## config.mk

```make
export PLATFORM = sky130hd
export DESIGN_NAME = ssm_motor_ctrl
export DESIGN_NICKNAME = d
export VERILOG_FILES = /design/src/include/ssm_pkg.sv /design/src/include/ssm_step_if.sv /design/src/rtl/ssm_step_timer.sv /design/src/rtl/ssm_motor_ctrl.sv
export SDC_FILE = /design/constraint.sdc
export NUM_CORES = 1
export LEC_CHECK = 0
export BUFFER_PORTS_ARGS = -buffer_cell sky130_fd_sc_hd__buf_2
export CORE_MARGIN = 5
export CORE_UTILIZATION = 35
export DETAILED_ROUTE_END_ITERATION = 10
export HOLD_SLACK_MARGIN = 0.05
export PLACE_DENSITY = 0.65
export SKIP_CTS_REPAIR_TIMING = 1
export SLEW_MARGIN = 20
export SYNTH_ARGS = -nofsm -noshare
export SYNTH_HDL_FRONTEND = slang
export SYNTH_SLANG_ARGS = --single-unit
```

## constraint.sdc

```tcl
create_clock -name core_clk -period 13.4 [get_ports core_clk]
set_input_delay 0 -clock core_clk [delete_from_list [all_inputs] [get_ports core_clk]]
set_output_delay 0 -clock core_clk [all_outputs]
set_load 0.01 [all_outputs]
```

## src/include/ssm_pkg.sv

```systemverilog
// constants for the scanner stepper motor control block
// assumes a single core clock and 32-bit axi4-lite register access
package ssm_pkg;

  // ==========================================================
  // register indices, byte address is four times the index
  localparam logic [7:0] IDX_KEEP      = 8'h43;
  localparam logic [7:0] IDX_PERIOD    = 8'h44;
  localparam logic [7:0] IDX_CFG       = 8'h45;
  localparam logic [7:0] IDX_SCAN_HI   = 8'h46;
  localparam logic [7:0] IDX_SCAN_LO   = 8'h47;
  localparam logic [7:0] IDX_FEED_HI   = 8'h48;
  localparam logic [7:0] IDX_FEED_LO   = 8'h49;
  localparam logic [7:0] IDX_SKIP_HI   = 8'h4a;
  localparam logic [7:0] IDX_SKIP_LO   = 8'h4b;
  localparam logic [7:0] IDX_CNT_HI    = 8'h4c;
  localparam logic [7:0] IDX_CNT_LO    = 8'h4d;
  localparam logic [7:0] IDX_PHASE     = 8'h54;
  localparam logic [7:0] IDX_CMD       = 8'h60;
  localparam logic [7:0] IDX_STATUS    = 8'h61;

  // ==========================================================
  // motor drive config field positions
  localparam int CFG_MICRO   = 0;
  localparam int CFG_SENSE   = 1;
  localparam int CFG_POL_A   = 2;
  localparam int CFG_POL_B   = 3;
  localparam int CFG_ACTIVE  = 4;
  localparam int CFG_SWAP    = 5;
  localparam int CFG_FF_FULL = 6;

  // command bits and phase delay field position
  localparam int CMD_START   = 0;
  localparam int CMD_STOP    = 1;
  localparam int PH_DLY_LSB  = 4;

  // ==========================================================
  // reset values and limits
  localparam logic [7:0]  CFG_RST      = 8'h00;
  localparam logic [7:0]  BYTE_RST     = 8'h00;
  localparam logic [15:0] MIN_STEP     = 16'h0002;
  localparam logic [8:0]  KEEP_BASE    = 9'h100;
  localparam int          PIX_DIV      = 4;
  localparam int          MICRO_STEPS  = 8;
  localparam int          CNT_W        = 14;
  localparam int          SKIP_W       = 15;

endpackage

```

## src/include/ssm_step_if.sv

```systemverilog
// step timer connection between motor control and its timer
// assumes both ends share the core clock
`timescale 1ns/1ps
`default_nettype none
interface ssm_step_if;
  logic [15:0] period;
  logic        run;
  logic        restart;
  logic        step;
  modport ctrl  (output period, output run, output restart, input step);
  modport timer (input period, input run, input restart, output step);
endinterface
`default_nettype wire

```

## src/rtl/ssm_step_timer.sv

```systemverilog
// pixel-period divider and microstep period counter
// assumes period is already clamped to the legal minimum
`timescale 1ns/1ps
`default_nettype none
module ssm_step_timer
  import ssm_pkg::*;
#(
  parameter int PIX_CYCLES = PIX_DIV
) (
  // clock and reset
  input  wire logic core_clk,
  input  wire logic rst,
  // timer side of the step interface
  ssm_step_if.timer tmr
);

  if (PIX_CYCLES < 1 || PIX_CYCLES > 65535) begin : g_chk
    $error("PIX_CYCLES out of range");
  end

  // ==========================================================
  // pixel period enable
  logic [15:0] divCnt_q;
  logic [15:0] pixCnt_q;
  logic        step_q;
  wire         pixTick = (divCnt_q == 16'(PIX_CYCLES - 1));
  wire         expire  = pixTick && (pixCnt_q + 16'h0001 >= tmr.period);

  always_ff @(posedge core_clk or posedge rst) begin
    if (rst) begin
      divCnt_q <= 16'h0000;
    end else if (!tmr.run || tmr.restart || pixTick) begin
      divCnt_q <= 16'h0000;
    end else begin
      divCnt_q <= divCnt_q + 16'h0001;
    end
  end

  // ==========================================================
  // count pixel periods, pulse at the programmed size
  always_ff @(posedge core_clk or posedge rst) begin
    if (rst) begin
      pixCnt_q <= 16'h0000;
      step_q   <= 1'b0;
    end else begin
      step_q <= tmr.run && !tmr.restart && expire;
      if (!tmr.run || tmr.restart || expire) begin
        pixCnt_q <= 16'h0000;
      end else if (pixTick) begin
        pixCnt_q <= pixCnt_q + 16'h0001;
      end
    end
  end

  assign tmr.step = step_q;

endmodule
`default_nettype wire

```

## src/rtl/ssm_motor_ctrl.sv

```systemverilog
// scanner stepper motor control: registers, step sequencing,
// winding outputs and n-out-of-m line selection
// assumes lineSync is a one-cycle pulse from logic on core_clk
//
// Implementation choice: the AXI4-Lite slave port.
`timescale 1ns/1ps
`default_nettype none

// Functional notes
// - keep n of every m lines, n=256-t
// - t of zero keeps every line
// - group length m from own byte
// - phase register bits 4-7 also steer skipping
// - full-step mode: no microsteps, whole steps
// - phase A polarity picks energised level
// - phase B polarity picks energised level
// - config bit four clear floats all four outputs
// - swap bit exchanges phase A and B pairs
// - fast-feed full-step option uses whole steps
// - scan microstep period, minimum two
// - feed microstep period, minimum two
// - start skips programmed full steps at speed
// - fourteen-bit full-step counter, readable
module ssm_motor_ctrl
  import ssm_pkg::*;
#(
  parameter int PIX_CYCLES = PIX_DIV,
  parameter int MICRO_PER  = MICRO_STEPS
) (
  // clock and reset
  input  wire logic        core_clk,
  input  wire logic        rst,
  // axi4-lite write address and data
  input  wire logic [31:0] s_axi_awaddr,
  input  wire logic        s_axi_awvalid,
  output logic             s_axi_awready,
  input  wire logic [31:0] s_axi_wdata,
  input  wire logic [3:0]  s_axi_wstrb,
  input  wire logic        s_axi_wvalid,
  output logic             s_axi_wready,
  // axi4-lite write response
  output logic [1:0]       s_axi_bresp,
  output logic             s_axi_bvalid,
  input  wire logic        s_axi_bready,
  // axi4-lite read
  input  wire logic [31:0] s_axi_araddr,
  input  wire logic        s_axi_arvalid,
  output logic             s_axi_arready,
  output logic [31:0]      s_axi_rdata,
  output logic [1:0]       s_axi_rresp,
  output logic             s_axi_rvalid,
  input  wire logic        s_axi_rready,
  // line timing
  input  wire logic        lineSync,
  output logic             lineKeep,
  // winding outputs and enables
  output logic [3:0]       windOut,
  output logic [3:0]       windOe
);

  if (MICRO_PER < 2 || MICRO_PER > 256) begin : g_chk
    $error("MICRO_PER out of range");
  end

  typedef enum logic [1:0] {S_IDLE, S_SKIP, S_SCAN} ssm_state_e;

  // ==========================================================
  // register state
  logic [7:0]  keep_q;
  logic [7:0]  period_q;
  logic [7:0]  cfg_q;
  logic [7:0]  scanHi_q;
  logic [7:0]  scanLo_q;
  logic [7:0]  feedHi_q;
  logic [7:0]  feedLo_q;
  logic [7:0]  skipHi_q;
  logic [7:0]  skipLo_q;
  logic [7:0]  phase_q;
  logic [CNT_W-1:0]  fullCnt_q;
  logic [SKIP_W-1:0] skipDone_q;
  logic [7:0]  microIdx_q;
  logic [1:0]  seqIdx_q;
  logic [7:0]  linePos_q;
  ssm_state_e  state_q;

  // ==========================================================
  // axi4-lite slave state
  logic        awReady_q;
  logic        wReady_q;
  logic [7:0]  awIdx_q;
  logic [7:0]  wData_q;
  logic        wLane_q;
  logic        bValid_q;
  logic [1:0]  bResp_q;
  logic        arReady_q;
  logic        rValid_q;
  logic [31:0] rData_q;
  logic [1:0]  rResp_q;

  wire awTake = s_axi_awvalid && awReady_q;
  wire wTake  = s_axi_wvalid && wReady_q;
  wire arTake = s_axi_arvalid && arReady_q;
  wire doWr   = !awReady_q && !wReady_q && !bValid_q;
  wire wrEn   = doWr && wLane_q;

  // ==========================================================
  // address decode
  wire selKeep   = (awIdx_q == IDX_KEEP);
  wire selPeriod = (awIdx_q == IDX_PERIOD);
  wire selCfg    = (awIdx_q == IDX_CFG);
  wire selScanHi = (awIdx_q == IDX_SCAN_HI);
  wire selScanLo = (awIdx_q == IDX_SCAN_LO);
  wire selFeedHi = (awIdx_q == IDX_FEED_HI);
  wire selFeedLo = (awIdx_q == IDX_FEED_LO);
  wire selSkipHi = (awIdx_q == IDX_SKIP_HI);
  wire selSkipLo = (awIdx_q == IDX_SKIP_LO);
  wire selPhase  = (awIdx_q == IDX_PHASE);
  wire selCmd    = (awIdx_q == IDX_CMD);
  wire wrRo      = (awIdx_q == IDX_CNT_HI) || (awIdx_q == IDX_CNT_LO)
                || (awIdx_q == IDX_STATUS);
  wire wrHit     = selKeep || selPeriod || selCfg || selScanHi
                || selScanLo || selFeedHi || selFeedLo || selSkipHi
                || selSkipLo || selPhase || selCmd || wrRo;
  wire startCmd  = wrEn && selCmd && wData_q[CMD_START];
  wire stopCmd   = wrEn && selCmd && wData_q[CMD_STOP];

  // ==========================================================
  // read mux, unused upper bits read as zero
  wire [7:0] arIdx = s_axi_araddr[9:2];
  wire [7:0] stat  = {5'h00, cfg_q[CFG_SENSE], state_q == S_SCAN,
                      state_q != S_IDLE};
  wire [7:0] rdByte =
    (arIdx == IDX_KEEP)    ? keep_q :
    (arIdx == IDX_PERIOD)  ? period_q :
    (arIdx == IDX_CFG)     ? cfg_q :
    (arIdx == IDX_SCAN_HI) ? scanHi_q :
    (arIdx == IDX_SCAN_LO) ? scanLo_q :
    (arIdx == IDX_FEED_HI) ? feedHi_q :
    (arIdx == IDX_FEED_LO) ? feedLo_q :
    (arIdx == IDX_SKIP_HI) ? skipHi_q :
    (arIdx == IDX_SKIP_LO) ? skipLo_q :
    (arIdx == IDX_CNT_HI)  ? {2'b00, fullCnt_q[13:8]} :
    (arIdx == IDX_CNT_LO)  ? fullCnt_q[7:0] :
    (arIdx == IDX_PHASE)   ? phase_q :
    (arIdx == IDX_STATUS)  ? stat : 8'h00;
  wire rdHit = (arIdx >= IDX_KEEP && arIdx <= IDX_CNT_LO)
            || arIdx == IDX_PHASE || arIdx == IDX_CMD
            || arIdx == IDX_STATUS;
  wire addrOk = s_axi_araddr[1:0] == 2'b00
             && s_axi_araddr[31:10] == 22'h000000;

  // ==========================================================
  // write channel handshakes
  always_ff @(posedge core_clk or posedge rst) begin
    if (rst) begin
      awReady_q <= 1'b1;
      wReady_q  <= 1'b1;
      awIdx_q   <= 8'h00;
      wData_q   <= 8'h00;
      wLane_q   <= 1'b0;
    end else begin
      if (awTake) begin
        awReady_q <= 1'b0;
        awIdx_q   <= (s_axi_awaddr[31:10] == 22'h000000)
                   ? s_axi_awaddr[9:2] : 8'hff;
      end
      if (wTake) begin
        wReady_q <= 1'b0;
        wData_q  <= s_axi_wdata[7:0];
        wLane_q  <= s_axi_wstrb[0];
      end
      if (bValid_q && s_axi_bready) begin
        awReady_q <= 1'b1;
        wReady_q  <= 1'b1;
      end
    end
  end

  always_ff @(posedge core_clk or posedge rst) begin
    if (rst) begin
      bValid_q <= 1'b0;
      bResp_q  <= 2'b00;
    end else if (doWr) begin
      bValid_q <= 1'b1;
      bResp_q  <= wrHit ? 2'b00 : 2'b10;
    end else if (bValid_q && s_axi_bready) begin
      bValid_q <= 1'b0;
    end
  end

  // ==========================================================
  // read channel
  always_ff @(posedge core_clk or posedge rst) begin
    if (rst) begin
      arReady_q <= 1'b1;
      rValid_q  <= 1'b0;
      rData_q   <= 32'h00000000;
      rResp_q   <= 2'b00;
    end else if (arTake) begin
      arReady_q <= 1'b0;
      rValid_q  <= 1'b1;
      rData_q   <= {24'h000000, rdHit && addrOk ? rdByte : 8'h00};
      rResp_q   <= rdHit && addrOk ? 2'b00 : 2'b10;
    end else if (rValid_q && s_axi_rready) begin
      arReady_q <= 1'b1;
      rValid_q  <= 1'b0;
    end
  end

  // ==========================================================
  // software-written settings
  always_ff @(posedge core_clk or posedge rst) begin
    if (rst) begin
      keep_q   <= BYTE_RST;
      period_q <= BYTE_RST;
      cfg_q    <= CFG_RST;
      scanHi_q <= BYTE_RST;
      scanLo_q <= BYTE_RST;
      feedHi_q <= BYTE_RST;
      feedLo_q <= BYTE_RST;
      skipHi_q <= BYTE_RST;
      skipLo_q <= BYTE_RST;
      phase_q  <= BYTE_RST;
    end else if (wrEn) begin
      if (selKeep)   keep_q   <= wData_q;
      if (selPeriod) period_q <= wData_q;
      if (selCfg)    cfg_q    <= {1'b0, wData_q[6:0]};
      if (selScanHi) scanHi_q <= wData_q;
      if (selScanLo) scanLo_q <= wData_q;
      if (selFeedHi) feedHi_q <= {2'b00, wData_q[5:0]};
      if (selFeedLo) feedLo_q <= wData_q;
      if (selSkipHi) skipHi_q <= {1'b0, wData_q[6:0]};
      if (selSkipLo) skipLo_q <= wData_q;
      if (selPhase)  phase_q  <= {wData_q[7:3], 3'b000};
    end
  end

  // ==========================================================
  // step timing selection, clamped to the minimum of two
  wire [15:0] scanPer = {scanHi_q, scanLo_q};
  wire [15:0] feedPer = {feedHi_q, feedLo_q};
  wire [15:0] scanUse = (scanPer < MIN_STEP) ? MIN_STEP : scanPer;
  wire [15:0] feedUse = (feedPer < MIN_STEP) ? MIN_STEP : feedPer;
  wire [SKIP_W-1:0] skipTgt = {skipHi_q[6:0], skipLo_q};
  wire useFull = !cfg_q[CFG_MICRO]
              || (state_q == S_SKIP && cfg_q[CFG_FF_FULL]);

  ssm_step_if stp ();
  assign stp.period  = (state_q == S_SKIP) ? feedUse : scanUse;
  assign stp.run     = (state_q != S_IDLE);
  assign stp.restart = startCmd || stopCmd;

  ssm_step_timer #(
    .PIX_CYCLES (PIX_CYCLES)
  ) u_timer (
    .core_clk (core_clk),
    .rst      (rst),
    .tmr      (stp.timer)
  );

  wire microWrap = (microIdx_q == 8'(MICRO_PER - 1));
  wire fullStep  = stp.step && (useFull || microWrap);
  wire skipLast  = fullStep && (skipDone_q + 15'h0001 >= skipTgt);

  // ==========================================================
  // scan sequencing
  always_ff @(posedge core_clk or posedge rst) begin
    if (rst) begin
      state_q <= S_IDLE;
    end else if (stopCmd) begin
      state_q <= S_IDLE;
    end else if (startCmd) begin
      state_q <= (skipTgt == 15'h0000) ? S_SCAN : S_SKIP;
    end else begin
      unique case (state_q)
        S_IDLE: state_q <= S_IDLE;
        S_SKIP: if (skipLast) begin
          state_q <= S_SCAN;
        end
        S_SCAN: state_q <= S_SCAN;
      endcase
    end
  end

  // ==========================================================
  // microstep, full-step phase and counters
  always_ff @(posedge core_clk or posedge rst) begin
    if (rst) begin
      microIdx_q <= 8'h00;
      seqIdx_q   <= 2'b00;
      fullCnt_q  <= '0;
      skipDone_q <= '0;
    end else if (startCmd) begin
      microIdx_q <= 8'h00;
      fullCnt_q  <= '0;
      skipDone_q <= '0;
    end else if (stp.step) begin
      microIdx_q <= (useFull || microWrap) ? 8'h00
                  : microIdx_q + 8'h01;
      if (fullStep) begin
        seqIdx_q  <= seqIdx_q + 2'b01;
        fullCnt_q <= fullCnt_q + 14'h0001;
        if (state_q == S_SKIP) begin
          skipDone_q <= skipDone_q + 15'h0001;
        end
      end
    end
  end

  // ==========================================================
  // winding pattern, polarity, swap and float control
  wire       energA = stp.run && !seqIdx_q[1];
  wire       energB = stp.run && (seqIdx_q[0] ^ seqIdx_q[1]);
  wire       idleA  = !stp.run;
  wire [1:0] pairA  = idleA ? 2'b00
                    : {energA, !energA} ^ {2{cfg_q[CFG_POL_A]}};
  wire [1:0] pairB  = idleA ? 2'b00
                    : {energB, !energB} ^ {2{cfg_q[CFG_POL_B]}};
  wire [3:0] pinNext = cfg_q[CFG_SWAP] ? {pairA, pairB}
                                       : {pairB, pairA};

  always_ff @(posedge core_clk or posedge rst) begin
    if (rst) begin
      windOut <= 4'h0;
      windOe  <= 4'h0;
    end else begin
      windOut <= pinNext;
      windOe  <= {4{cfg_q[CFG_ACTIVE]}};
    end
  end

  // ==========================================================
  // n-out-of-m line selection
  wire [8:0] keepN   = KEEP_BASE - {1'b0, keep_q};
  wire [8:0] grpLen  = (period_q == 8'h00) ? KEEP_BASE
                                           : {1'b0, period_q};
  wire [8:0] phDly   = {5'h00, phase_q[7:PH_DLY_LSB]};
  wire [8:0] posW    = {1'b0, linePos_q};
  wire       inWin   = posW >= phDly && (posW - phDly) < keepN;
  wire       keepNow = (keep_q == 8'h00) || inWin;
  wire       posWrap = (posW + 9'h001 >= grpLen);

  always_ff @(posedge core_clk or posedge rst) begin
    if (rst) begin
      linePos_q <= 8'h00;
      lineKeep  <= 1'b0;
    end else if (state_q != S_SCAN) begin
      linePos_q <= 8'h00;
      lineKeep  <= 1'b0;
    end else if (lineSync) begin
      linePos_q <= posWrap ? 8'h00 : linePos_q + 8'h01;
      lineKeep  <= keepNow;
    end else begin
      lineKeep  <= 1'b0;
    end
  end

  // ==========================================================
  // bus outputs
  assign s_axi_awready = awReady_q;
  assign s_axi_wready  = wReady_q;
  assign s_axi_bvalid  = bValid_q;
  assign s_axi_bresp   = bResp_q;
  assign s_axi_arready = arReady_q;
  assign s_axi_rvalid  = rValid_q;
  assign s_axi_rdata   = rData_q;
  assign s_axi_rresp   = rResp_q;

endmodule
`default_nettype wire

```

==> Word level (Yosys, flattened, before mapping) <==
Cells that the tools add are included.
{ "word_totals": {"register_bits": 195, "latch_bits": 0, "mem_bits_rw": 0, "rom_bits": 0, "in_bits": 108, "output_inout_bits": 50, "word_cells": 232, "n_memories": 0} }
{ "classes": {"n_addsub": 10, "multipliers": 0, "n_div": 0, "magnitude_cmp": 9, "eq_ne": 34, "shift": 0, "muxes": 57, "n_bitwise": 4, "n_reduce_logical": 85} }
{ "op_table": {"columns": ["cell", "n"], "rows": [
  ["$eq A8 B7 Y1 const B", 28],
  ["$mux W8", 20],
  ["$mux W16", 5],
  ["$mux W15", 4],
  ["$mux W14", 4],
  ["$logic_not A22 Y1", 2],
  ["$add A16 B1 Y16 const B", 2],
  ["$logic_and A1 B1 Y1", 23],
  ["$logic_or A1 B1 Y1", 23],
  ["$reduce_and A2 Y1", 11],
  ["$reduce_bool A2 Y1", 10],
  ["$add A8 B1 Y8 const B", 2],
  ["$eq A16 B2 Y1 const B", 1],
  ["$ge A16 B16 Y1", 1],
  ["$logic_not A8 Y1", 2],
  ["$lt A16 B2 Y1 const B", 1],
  ["$mux W2", 8],
  ["$add A15 B1 Y15 const B", 1],
  ["$ge A15 B15 Y1", 1],
  ["$logic_not A15 Y1", 1],
  ["$add A14 B1 Y14 const B", 1],
  ["$lt A14 B2 Y1 const B", 1],
  ["$mux W1", 12],
  ["$add A8 B1 Y9 const B", 1],
  ["23 further kinds", 34]
]} }

==> Depth between registers and ports, before layout <==
Gate-level depths: netlist (run 1).
{ "depth": {"depth_word": 15, "ltp_mapped": 14, "ltp_nobuf": 14} }

==> Hierarchy <==
Synthesis (run 1) repeated with hierarchy kept, for this count alone.
{ "unflattened": {"cells_unflattened": 1249, "area_unflattened_um2": 11902.7} }
{ "modules_own_cells": {"columns": ["module", "n_inst", "cells_per_inst", "area_each_um2", "seq_area_each_um2"], "rows": [
  ["ssm_motor_ctrl", 1, 1006, 9744.3, 4007.6],
  ["ssm_step_timer", 1, 243, 2158.3, 825.8]
]} }

==> Worst setup path before layout (run 1) <==
Ideal clock, no wire load.
{ "synth_path": {"kind": "reg-to-reg", "from": "reg state_q[1]", "to": "reg u_timer.pixCnt_q[12]", "setup_time_ns": 0.121, "arrival_time_ns": 2.930, "required_ns": 13.279, "setup_slack_ns": 10.349, "stages_incl_launch_ff": 13, "path_buffers": 2, "period_less_slack_ns": 3.051, "cell_sequence": "dfrtp_1 -> inv_1 -> ha_1 -> clkbuf_1 -> buf_1 -> mux2i_1 -> ha_1 -> nand4_1 -> nor3_1 -> o21ai_0 -> o211ai_2 -> inv_1 -> a22o_1"} }
{ "synth_between": {"elab_chain_len": 6, "elab_cells_between_ends": 10, "classes_between": "order compare (1); eq/ne (1); mux (2); reduce/logical (6)"} }
{ "synth_rtl": {"columns": ["element", "line_no", "source"], "rows": [
  ["start, declared", "ssm_motor_ctrl.sv:84", "ssm_state_e state_q;"],
  ["start signal, assigned", "ssm_motor_ctrl.sv:273", "state_q <= (skipTgt == 15'h0000) ? S_SCAN : S_SKIP;"],
  ["$eq A2 B1 Y1", "ssm_motor_ctrl.sv:249", "assign stp.period = (state_q == S_SKIP) ? feedUse : scanUse;"],
  ["$mux W16", "ssm_motor_ctrl.sv:249", null],
  ["$ge A16 B16 Y1", "ssm_step_timer.sv:27", "wire expire = pixTick && (pixCnt_q + 16'h0001 >= tmr.period);"],
  ["$logic_and A1 B1 Y1", "ssm_step_timer.sv:27", null],
  ["$logic_or A1 B1 Y1 (*)", "ssm_step_timer.sv:47", "if (!tmr.run || tmr.restart || expire) begin"],
  ["$mux W16 / $reduce_bool A2 Y1 (equally long branches)", null, null],
  ["end signal, assigned", "ssm_step_timer.sv:50", "pixCnt_q <= pixCnt_q + 16'h0001;"],
  ["end, declared", "ssm_step_timer.sv:24", "logic [15:0] pixCnt_q;"]
]} }
Mark *: on every way between the ends. The rest lies on a longest branch, timed or not.
A chain may end at the register's enable or synchronous reset.

==> Worst setup path after layout (run 1) <==
{ "layout_path": {"from": "reg state_q[1]", "to": "reg u_timer.pixCnt_q[1]"} }
Same word-level chain as after synthesis.

==> results, run 1 <==
- The final standard cell area without fillers is 13480 um^2.
- The number of endpoints with negative hold slack in the final report is 0.
- In the routed layout, each cell is associated on average with a via count of 5.365.
- The flow ran to the end, and the final reports show no timing, DRC or antenna violations.
- The top fanout value on the critical path is 12.
- The average cell area after synthesis is 9.896 um^2.
- The time the worst path needs with I/O delays and setup is ~3700 ps.
- The largest area contributor in the synthesized netlist is dfrtp_1.
- The slowest cell on the critical path is ha_1.
- Sorting the synthesized cells by how often they occur yields 190 x dfrtp_1, 99 x nand2_1, 86 x nor2_1.
- Dividing the detail-routed wire length by the instance count gives 17.57 um.
- TritonCTS built the clock tree.
- The share of the synthesized area in the top cell type is between 40 and 50%.
- The first-pass GRT wire length is just under 50000 um.
- By startpoint and endpoint, the worst setup path is classified as flop to flop.
- The worst hold slack is roughly 81 ps.
- For this run, the total global-route usage over all layers was measured as 16.08%.
- The largest net degree at the start of global routing is 133.
- Once detail routing completed, the nets flagged for antenna violations numbered 0.
- The cell class contributing the biggest share of worst-path delay is compound AO/OA/AOI/OAI gates.
- The async set or reset register ratio after synthesis is 100.0%.
- The initial standard-cell utilization of the core is 35.30%.
- The area overhead of the layout relative to synthesis is 14.17%.
- The critical path goes through inv_1 -> ha_1 -> buf_4 -> inv_1 -> a41oi_1 -> a22oi_1 -> ha_1 -> a21o_1 -> a2111oi_0 -> o21a_1 -> o211ai_2 -> inv_1 -> a22o_1.
- The worst hold path begins at s_axi_araddr[18].
- The H-tree was split into 4 levels.
- The critical path starts at state_q[1]$_DFFE_PP0P_.
- The die extent in x is 193.7 um.
- In this run the tightest slew margin relative to its limit is 37.11%.
- Max-cap violations in this run came to 0.
- The layout net count is 1471.
- IR analysis of the VDD net gives a maximum drop of ~0.089 mV.
- The post-route netlist has between 10% and 20% of its cells at a drive strength greater than 1.
- The routed layout has about 9500 vias.
- The actual transition at the worst max-transition pin is 936.2 ps.
- Summing the sequential cell areas from Yosys gives 40.94% of the chip area.
- Yosys mapped the design onto 84 distinct sky130hd cell types.
- The number of pins with negative max-slew slack in the final report was 0.
- The number of primary I/O pins is 158.
- The root buffer cell chosen for the clock tree is clkbuf_16.
- The first TritonRoute pass finished after 5 iterations.
- In this design, the critical path's most frequently occurring cell is inv_1.
- The sum of overflow across all layers after global routing is 0.
- STA classifies the critical path endpoint as a flop.
- The number of antenna violations at the first check in global routing is 1.
- After clock tree synthesis, the clock-pin slew on the worst setup and hold paths is 90 ps.
- The last weighted congestion value of the routability-driven placer is 0.9264.
- Setup repair after global routing left no endpoint under its margin.
- The largest single stage delay on the critical path is 490 ps.
- The via count of the first global-routing pass was between 9000 and 10000.
- The count of state elements after synthesis is 193.
- The clock net in this run drives a total of 193 sinks.
- The wire length after detailed routing is 30960 um.
- The number of warnings reported in the yosys synthesis log is 0.
- In this run the critical register-to-register path is launched from state_q[1]$_DFFE_PP0P_.
- Setup violations remaining at the end of the flow were counted as 0.
- Summed over all cells, the static leakage comes to 0.006366 uW.
- The initial detailed-routing violation count is 748.
- The total negative slack is 0 ps.
- Yosys attributes the largest share of cell area to dfrtp_1 40%, ha_1 6.6%, mux2_2 5.3%.
- Row generation in the floorplan step produced 67 rows.
- The startpoint kind of the worst setup timing path is a flop.
- The mapped cell area is 11810 um^2.
- The maximum buffer depth of the clock tree is 2.
- The critical path buffer and inverter count is 4.
- The post-placement cell area is 12610 um^2.
- The placeable core area is roughly 33000 um^2.
- The die covers ~38000 um^2.
- The y dimension of the die is 193.7 um.
- The count of buffers added on input and output ports is 102.
- Counting the buffers created by CTS gives 17.
- The most used standard cell by instance count after synthesis is dfrtp_1.
- On the final layout, the worst clock skew is 21.58 ps.
- Yosys mapped a number of flops with a built-in enable equal to 0.
- Power spread over the standard cell area amounts to 96.89 nW/um^2.
- Data on the critical path arrives at its endpoint at 4130 ps.
- The part of the cycle the worst path needs is 27.86%.
- The type of the tightest min-delay check is input port to flop.
- For this run, the top clock speed supported by timing is roughly 0.27 GHz.
- The number of cells produced by synthesis is 1193.
- The final routed DRC violation total is 0.
- The data required time of the critical path is about 14000 ps.
- The half-perimeter wire length of the detailed placement result is roughly 23000 um.
- The clock reaches the later pin of the worst-skew pair after approximately 460 ps.
- For this run, the leading register cell type out of synthesis is dfrtp_1.
[registers in the layout, summed over array words and instances, names as in the netlist, 5 cells and up]
| name | cells |
|---|---|
| keep_q | 8 |
| linePos_q | 8 |
| skipHi_q | 7 |
| fullCnt_q | 14 |
| scanHi_q | 8 |
| skipLo_q | 8 |
| u_timer.divCnt_q | 16 |
| feedHi_q | 6 |
| cfg_q | 7 |
| awIdx_q | 8 |
| s_axi_rdata | 8 |
| scanLo_q | 8 |
| u_timer.pixCnt_q | 16 |
| skipDone_q | 15 |
| phase_q | 5 |
| wData_q | 8 |
| microIdx_q | 8 |
| feedLo_q | 8 |
| period_q | 8 |
[cells in the final DEF (no fill, tap or decap), types with 26 or more instances in the layout]
master         instances
a21oi_1               43
buf_2                102
conb_1                26
dfrtp_1              190
dlygate4sd3_1         27
ha_1                  62
inv_1                 53
mux2_2                56
nand2_1               99
nand3_1               29
nor2_1                86
o21ai_0               45
xnor2_1               36
xor2_1                41
[cell type report]
class                   instances  area, um^2
fillers                      3276       19970
multi-input cells             901        6464
flip-flops and latches        193        4833
repair buffers                133       810.8
well taps                     448       560.5
clock buffers                  17       425.4
inverters                      54       210.2
clock inverters                15       172.7
diodes                          1       2.502
[worst reg2reg max path, stage by stage, from the launching register on]
cell and delay, ps:
dfrtp_1 400, inv_1 100, ha_1 490, buf_4 320
inv_1 80, a41oi_1 250, a22oi_1 130, ha_1 320
a21o_1 180, a2111oi_0 440, o21a_1 220, o211ai_2 230
inv_1 330, a22o_1 200
[per-stage QoR]
| stage | utilization, % | setup WS, ps | cells | power [uW] |
|---|---|---|---|---|
| finish | 40.30 | 9667 | 1762 | 1306 |
| global route | 40.30 | 9336 | 1762 | 1355 |
| CTS | 39.48 | 9675 | 1734 | 1310 |
| detailed placement | 37.70 | 9690 | 1702 | 788.5 |
| global placement | 37.70 | 9791 | 1702 | 786.0 |
| floorplan | - | 8149 | 1218 | 722.4 |
[report_power, final]
group | switching [uW] | leakage [uW] | internal, uW
sequential | 54.1 | 0.00262 | 605
combinational | 74.3 | 0.00346 | 51.8
clock | 267 | 0.000294 | 254
total | 396 | 0.00637 | 910
[path summary, 6_finish.rpt]
path / to / slack, ps / cells after the start
setup / recovery: u_timer.pixCnt_q[1]$_DFFE_PP0P_ / 9670 / 13
hold / removal: s_axi_rdata[4]$_DFFE_PP0P_ / 80 / 5
setup reg to reg: u_timer.pixCnt_q[1]$_DFFE_PP0P_ / 9670 / 13
hold reg to reg: s_axi_rdata[3]$_DFFE_PP0P_ / 470 / 2
max in group asynchronous: s_axi_rdata[5]$_DFFE_PP0P_ / 11720 / 4
min in group asynchronous: u_timer.divCnt_q[8]$_DFF_PP0_ / 280 / 3
[per-layer routing]
layer | vias up | track usage [%] | share of wire (%)
li1 | 4486 | - | -
met2 | 279 | 26.64 | 48
met5 | - | 0 | 0
met4 | 0 | 3.881 | 1.4
met1 | 4654 | 21.43 | 45
met3 | 34 | 3.788 | 6.3
[cells by family (layout without fill, tap and decap cells)]
logic type | count (synthesis) | count (layout) | share of synthesized area (%)
flops | 193 | 193 | 40.94
simple gates | 400 | 400 | 18.19
xor+xnor | 77 | 77 | 5.712
compound gates | 236 | 236 | 13.97
fa+ha+maj | 63 | 63 | 6.740
other cells | 1 | 27 | 0.03176
buf+inv | 124 | 219 | 5.108
mux | 99 | 99 | 9.315
No activity file was read; power rests on OpenSTA's default activity.
==> inputs of run 2 (changes only) <==
==> constraint.sdc (replaced) <==
create_clock -name core_clk -period 3.85 [get_ports core_clk]
set_input_delay 0 -clock core_clk [delete_from_list [all_inputs] [get_ports core_clk]]
set_output_delay 0 -clock core_clk [all_outputs]
set_load 0.01 [all_outputs]
==> results, run 2 (synthesized netlist as in run 1, its figures left out) <==
- The standard-cell row count is 67 (unchanged).
- The number of primary I/O pins is 158 (unchanged).
- The utilization after layout is 40.38% (was 40.30%).
- The share of cells above drive strength 1 came to 17.54% (was 17.29%).
- The number of antenna violations at the first check in global routing is 2 (was 1).
- The number of placed instances with taps included was 1706 (was 1702).
- The number of endpoints with negative hold slack in the final report was 0 (unchanged).
- The delay of the slowest critical-path stage came to 440 ps (was 490 ps).
- The last weighted congestion value of the routability-driven placer is 0.9093 (was 0.9264).
- The maximum ir drop on the vdd rail is 0.3226 mV (was 0.08911 mV).
- The critical path endpoint category was a flop (unchanged).
- The final routed DRC violation total came to 0 (unchanged).
- The net switching component of the power came to 1384 uW (was 395.5 uW).
- The CTS tree is done (unchanged).
- The top fanout value on the critical path was 8 (was 12).
- The most frequent standard cell in the layout excluding fill and tap cells is dfrtp_1 (unchanged).
- The final-report setup violation count is 0 (unchanged).
- The worst reg2reg path endpoint was u_timer.pixCnt_q[1]$_DFFE_PP0P_ (unchanged).
- The data required time of the critical path was 4190 ps (was 13790 ps).
- The clock share of power is 39.5% (was 39.9%).
- The switching share of total power was 30.46% (was 30.28%).
- The average routed wire per standard cell is 17.51 um (was 17.57 um).
- The global-route usage over all layers came to 16.34% (was 16.08%).
- The first-pass iteration count of the detailed router is 5 (unchanged).
- The total number of vias is 9502 (was 9453).
- The sum of overflow across all layers after global routing is 0 (unchanged).
- The wire length after detailed routing is 30930 um (was 30960 um).
- The combinational group share of total power was 9.8% (was 9.7%).
- The y dimension of the die came to 193.7 um (unchanged).
- The worst-case reg-to-reg path depth is 13 (unchanged).
- The CTS H-tree depth is 4 (unchanged).
- The type of the tightest min-delay check is input port to async pin (was input port to flop).
- The internal power contribution is 3160 uW (was 910.5 uW).
- The full die area was 37510 um^2 (unchanged).
- The detailed-route vias per instance is 5.377 (was 5.365).
- The actual transition at the worst max-transition pin is 859.0 ps (was 936.2 ps).
- The placeable core area is 33450 um^2 (unchanged).
- The maximum clock rate was 0.2939 GHz (was 0.2679 GHz).
- The total power per unit cell area is 336.4 nW/um^2 (was 96.89 nW/um^2).
- The final worst slack is 448.0 ps (was 9667 ps).
- The buffer type at the clock tree root is clkbuf_16 (unchanged).
- The leakage component of the power is 0.006370 uW (was 0.006366 uW).
- The number of pins with negative max-slew slack in the final report was 0 (unchanged).
- The area overhead of the layout relative to synthesis came to 14.41% (was 14.17%).
- The total negative slack came to 0 ps (unchanged).
- The worst max-slew margin expressed relative to the limit came to 42.29% (was 37.11%).
- Biggest registers after layout: u_timer.divCnt_q x16, u_timer.pixCnt_q x16, skipDone_q x15 (unchanged).
- The layout net count is 1475 (was 1471).
- Most frequent cells in the layout: 190 x dfrtp_1, 102 x buf_2, 99 x nand2_1, 86 x nor2_1, 62 x ha_1 (unchanged).
- The slowest cell on the critical path was dfrtp_1 (was ha_1).
- The first-pass GRT wire length is 50300 um (was 49500 um).
- The largest net degree at the start of global routing is 138 (was 133).
- The launching point of the worst reg2reg path was u_timer.pixCnt_q[0]$_DFFE_PP0P_ (was state_q[1]$_DFFE_PP0P_).
- The time the worst path needs with I/O delays and setup is 3402 ps (was 3733 ps).
- The residual antenna-violating net count after detailed routing was 0 (unchanged).
- Run status: finished, final reports clean (unchanged).
- The count of max-cap constraint violations is 0 (unchanged).
- The part of the power in registers was 50.7% (was 50.5%).
- The initial detailed-routing violation count is 580 (was 748).
- The count of buffers from port buffering is 102 (unchanged).
- The critical path buffer and inverter count was 1 (was 4).
- Setup repair after global routing missed its margin: no (unchanged).
- The worst setup slack after placement was 437.6 ps (was 9690 ps).
- The type of the worst setup path is flop to flop (unchanged).
- The arrival time at the worst endpoint is 3740 ps (was 4130 ps).
- The cell class contributing the biggest share of worst-path delay was simple AND/OR/NAND/NOR gates (was compound AO/OA/AOI/OAI gates).
- The clock latency reported for the late side of the worst-skew pair came to 450 ps (was 460 ps).
- The part of the cycle the worst path needs was 88.36% (was 27.86%).
- Cell Chain, Critical Path: ha_1 -> nand3_1 -> or2_2 -> nor2_1 -> nand3_1 -> xnor2_1 -> ha_1 -> nand4_1 -> nor3_1 -> o21ai_0 -> o211ai_2 -> inv_1 -> a22o_1 (was inv_1 -> ha_1 -> buf_4 -> inv_1 -> a41oi_1 -> a22oi_1 -> ha_1 -> a21o_1 -> a2111oi_0 -> o21a_1 -> o211ai_2 -> inv_1 -> a22o_1).
- The startpoint kind of the worst setup timing path is a flop (unchanged).
- The clock slew seen by the registers of the worst setup and hold paths was 80 ps (was 90 ps).
- The half-perimeter wire length of the detailed placement result is 23120 um (was 22710 um).
- The via count of the first global-routing pass came to 9436 (was 9246).
- The slack of the worst reg-to-reg path is 450 ps (was 9670 ps).
- The maximum buffer depth of the clock tree was 2 (unchanged).
- The setup clock skew after layout was 13.19 ps (was 21.58 ps).
- The die extent in x is 193.7 um (unchanged).
- The TritonCTS buffer count is 17 (unchanged).
- The non-filler instance count after layout is 1767 (was 1762).
- The number of clock sinks was 193 (unchanged).
- The initial standard-cell utilization of the core is 35.30% (unchanged).
- The worst hold slack is 88.40 ps (was 80.88 ps).
run 2: cell count changes in the layout (fill, tap and decap cells not counted):
cell / before / now
buf_4: 4 / 7
clkinvlp_4: 0 / 3
inv_8: 4 / 2
buf_12: 0 / 1
clkinv_4: 0 / 1
clkinv_8: 4 / 3
diode_2: 1 / 2
inv_6: 6 / 5
run 2: cell type report:
class,instances,area (um^2)
inverters,54,206.4
repair buffers,137,853.3
multi-input cells,901,6464
well taps,448,560.5
clock buffers,17,425.4
diodes,2,5.005
flip-flops and latches,193,4833
clock inverters,15,160.2
fillers,3276,19940
run 2: power by group through the flow:
stage	clock network (uW)	registers [uW]	logic (uW)
global route	1910	2310	490
finish	1800	2300	447
floorplan	0	2210	305
detailed placement	0	2340	414
CTS	1840	2300	415
global placement	0	2340	405
run 2: through the flow:
step / total power (uW) / area (um^2)
2_1_floorplan: 2515 / 11900
3_3_place_gp: 2741 / 12650
3_5_place_dp: 2753 / 12650
4_1_cts: 4552 / 13230
5_1_grt: 4716 / 13510
6_report: 4544 / 13510
run 2: per-layer routing:
| metal | GRT usage (%) | part of all wire, % | vias up |
|---|---|---|---|
| li1 | - | - | 4486 |
| met1 | 21.97 | 45 | 4688 |
| met5 | 0 | 0 | - |
| met4 | 4.537 | 1.6 | 0 |
| met3 | 4.118 | 6.4 | 36 |
| met2 | 26.33 | 47 | 292 |
run 2: how the worst max path moves through the flow:
stage	from	to	slack, ps	cells after the start
final	u_timer.pixCnt_q[0]$_DFFE_PP0P_	u_timer.pixCnt_q[1]$_DFFE_PP0P_	450	13
after global routing	u_timer.pixCnt_q[0]$_DFFE_PP0P_	u_timer.pixCnt_q[14]$_DFFE_PP0P_	50	13
after CTS	u_timer.pixCnt_q[0]$_DFFE_PP0P_	u_timer.pixCnt_q[1]$_DFFE_PP0P_	420	13
after detailed placement	u_timer.pixCnt_q[0]$_DFFE_PP0P_	u_timer.pixCnt_q[1]$_DFFE_PP0P_	440	13
after global placement	u_timer.pixCnt_q[0]$_DFFE_PP0P_	u_timer.pixCnt_q[1]$_DFFE_PP0P_	490	13
after floorplan	state_q[1]$_DFFE_PP0P_	u_timer.pixCnt_q[1]$_DFFE_PP0P_	800	12
run 2: tightest hold or removal path: cells and delay by family:
kind | cells | cell delay [ps]
buffers and inverters | 3 | 930
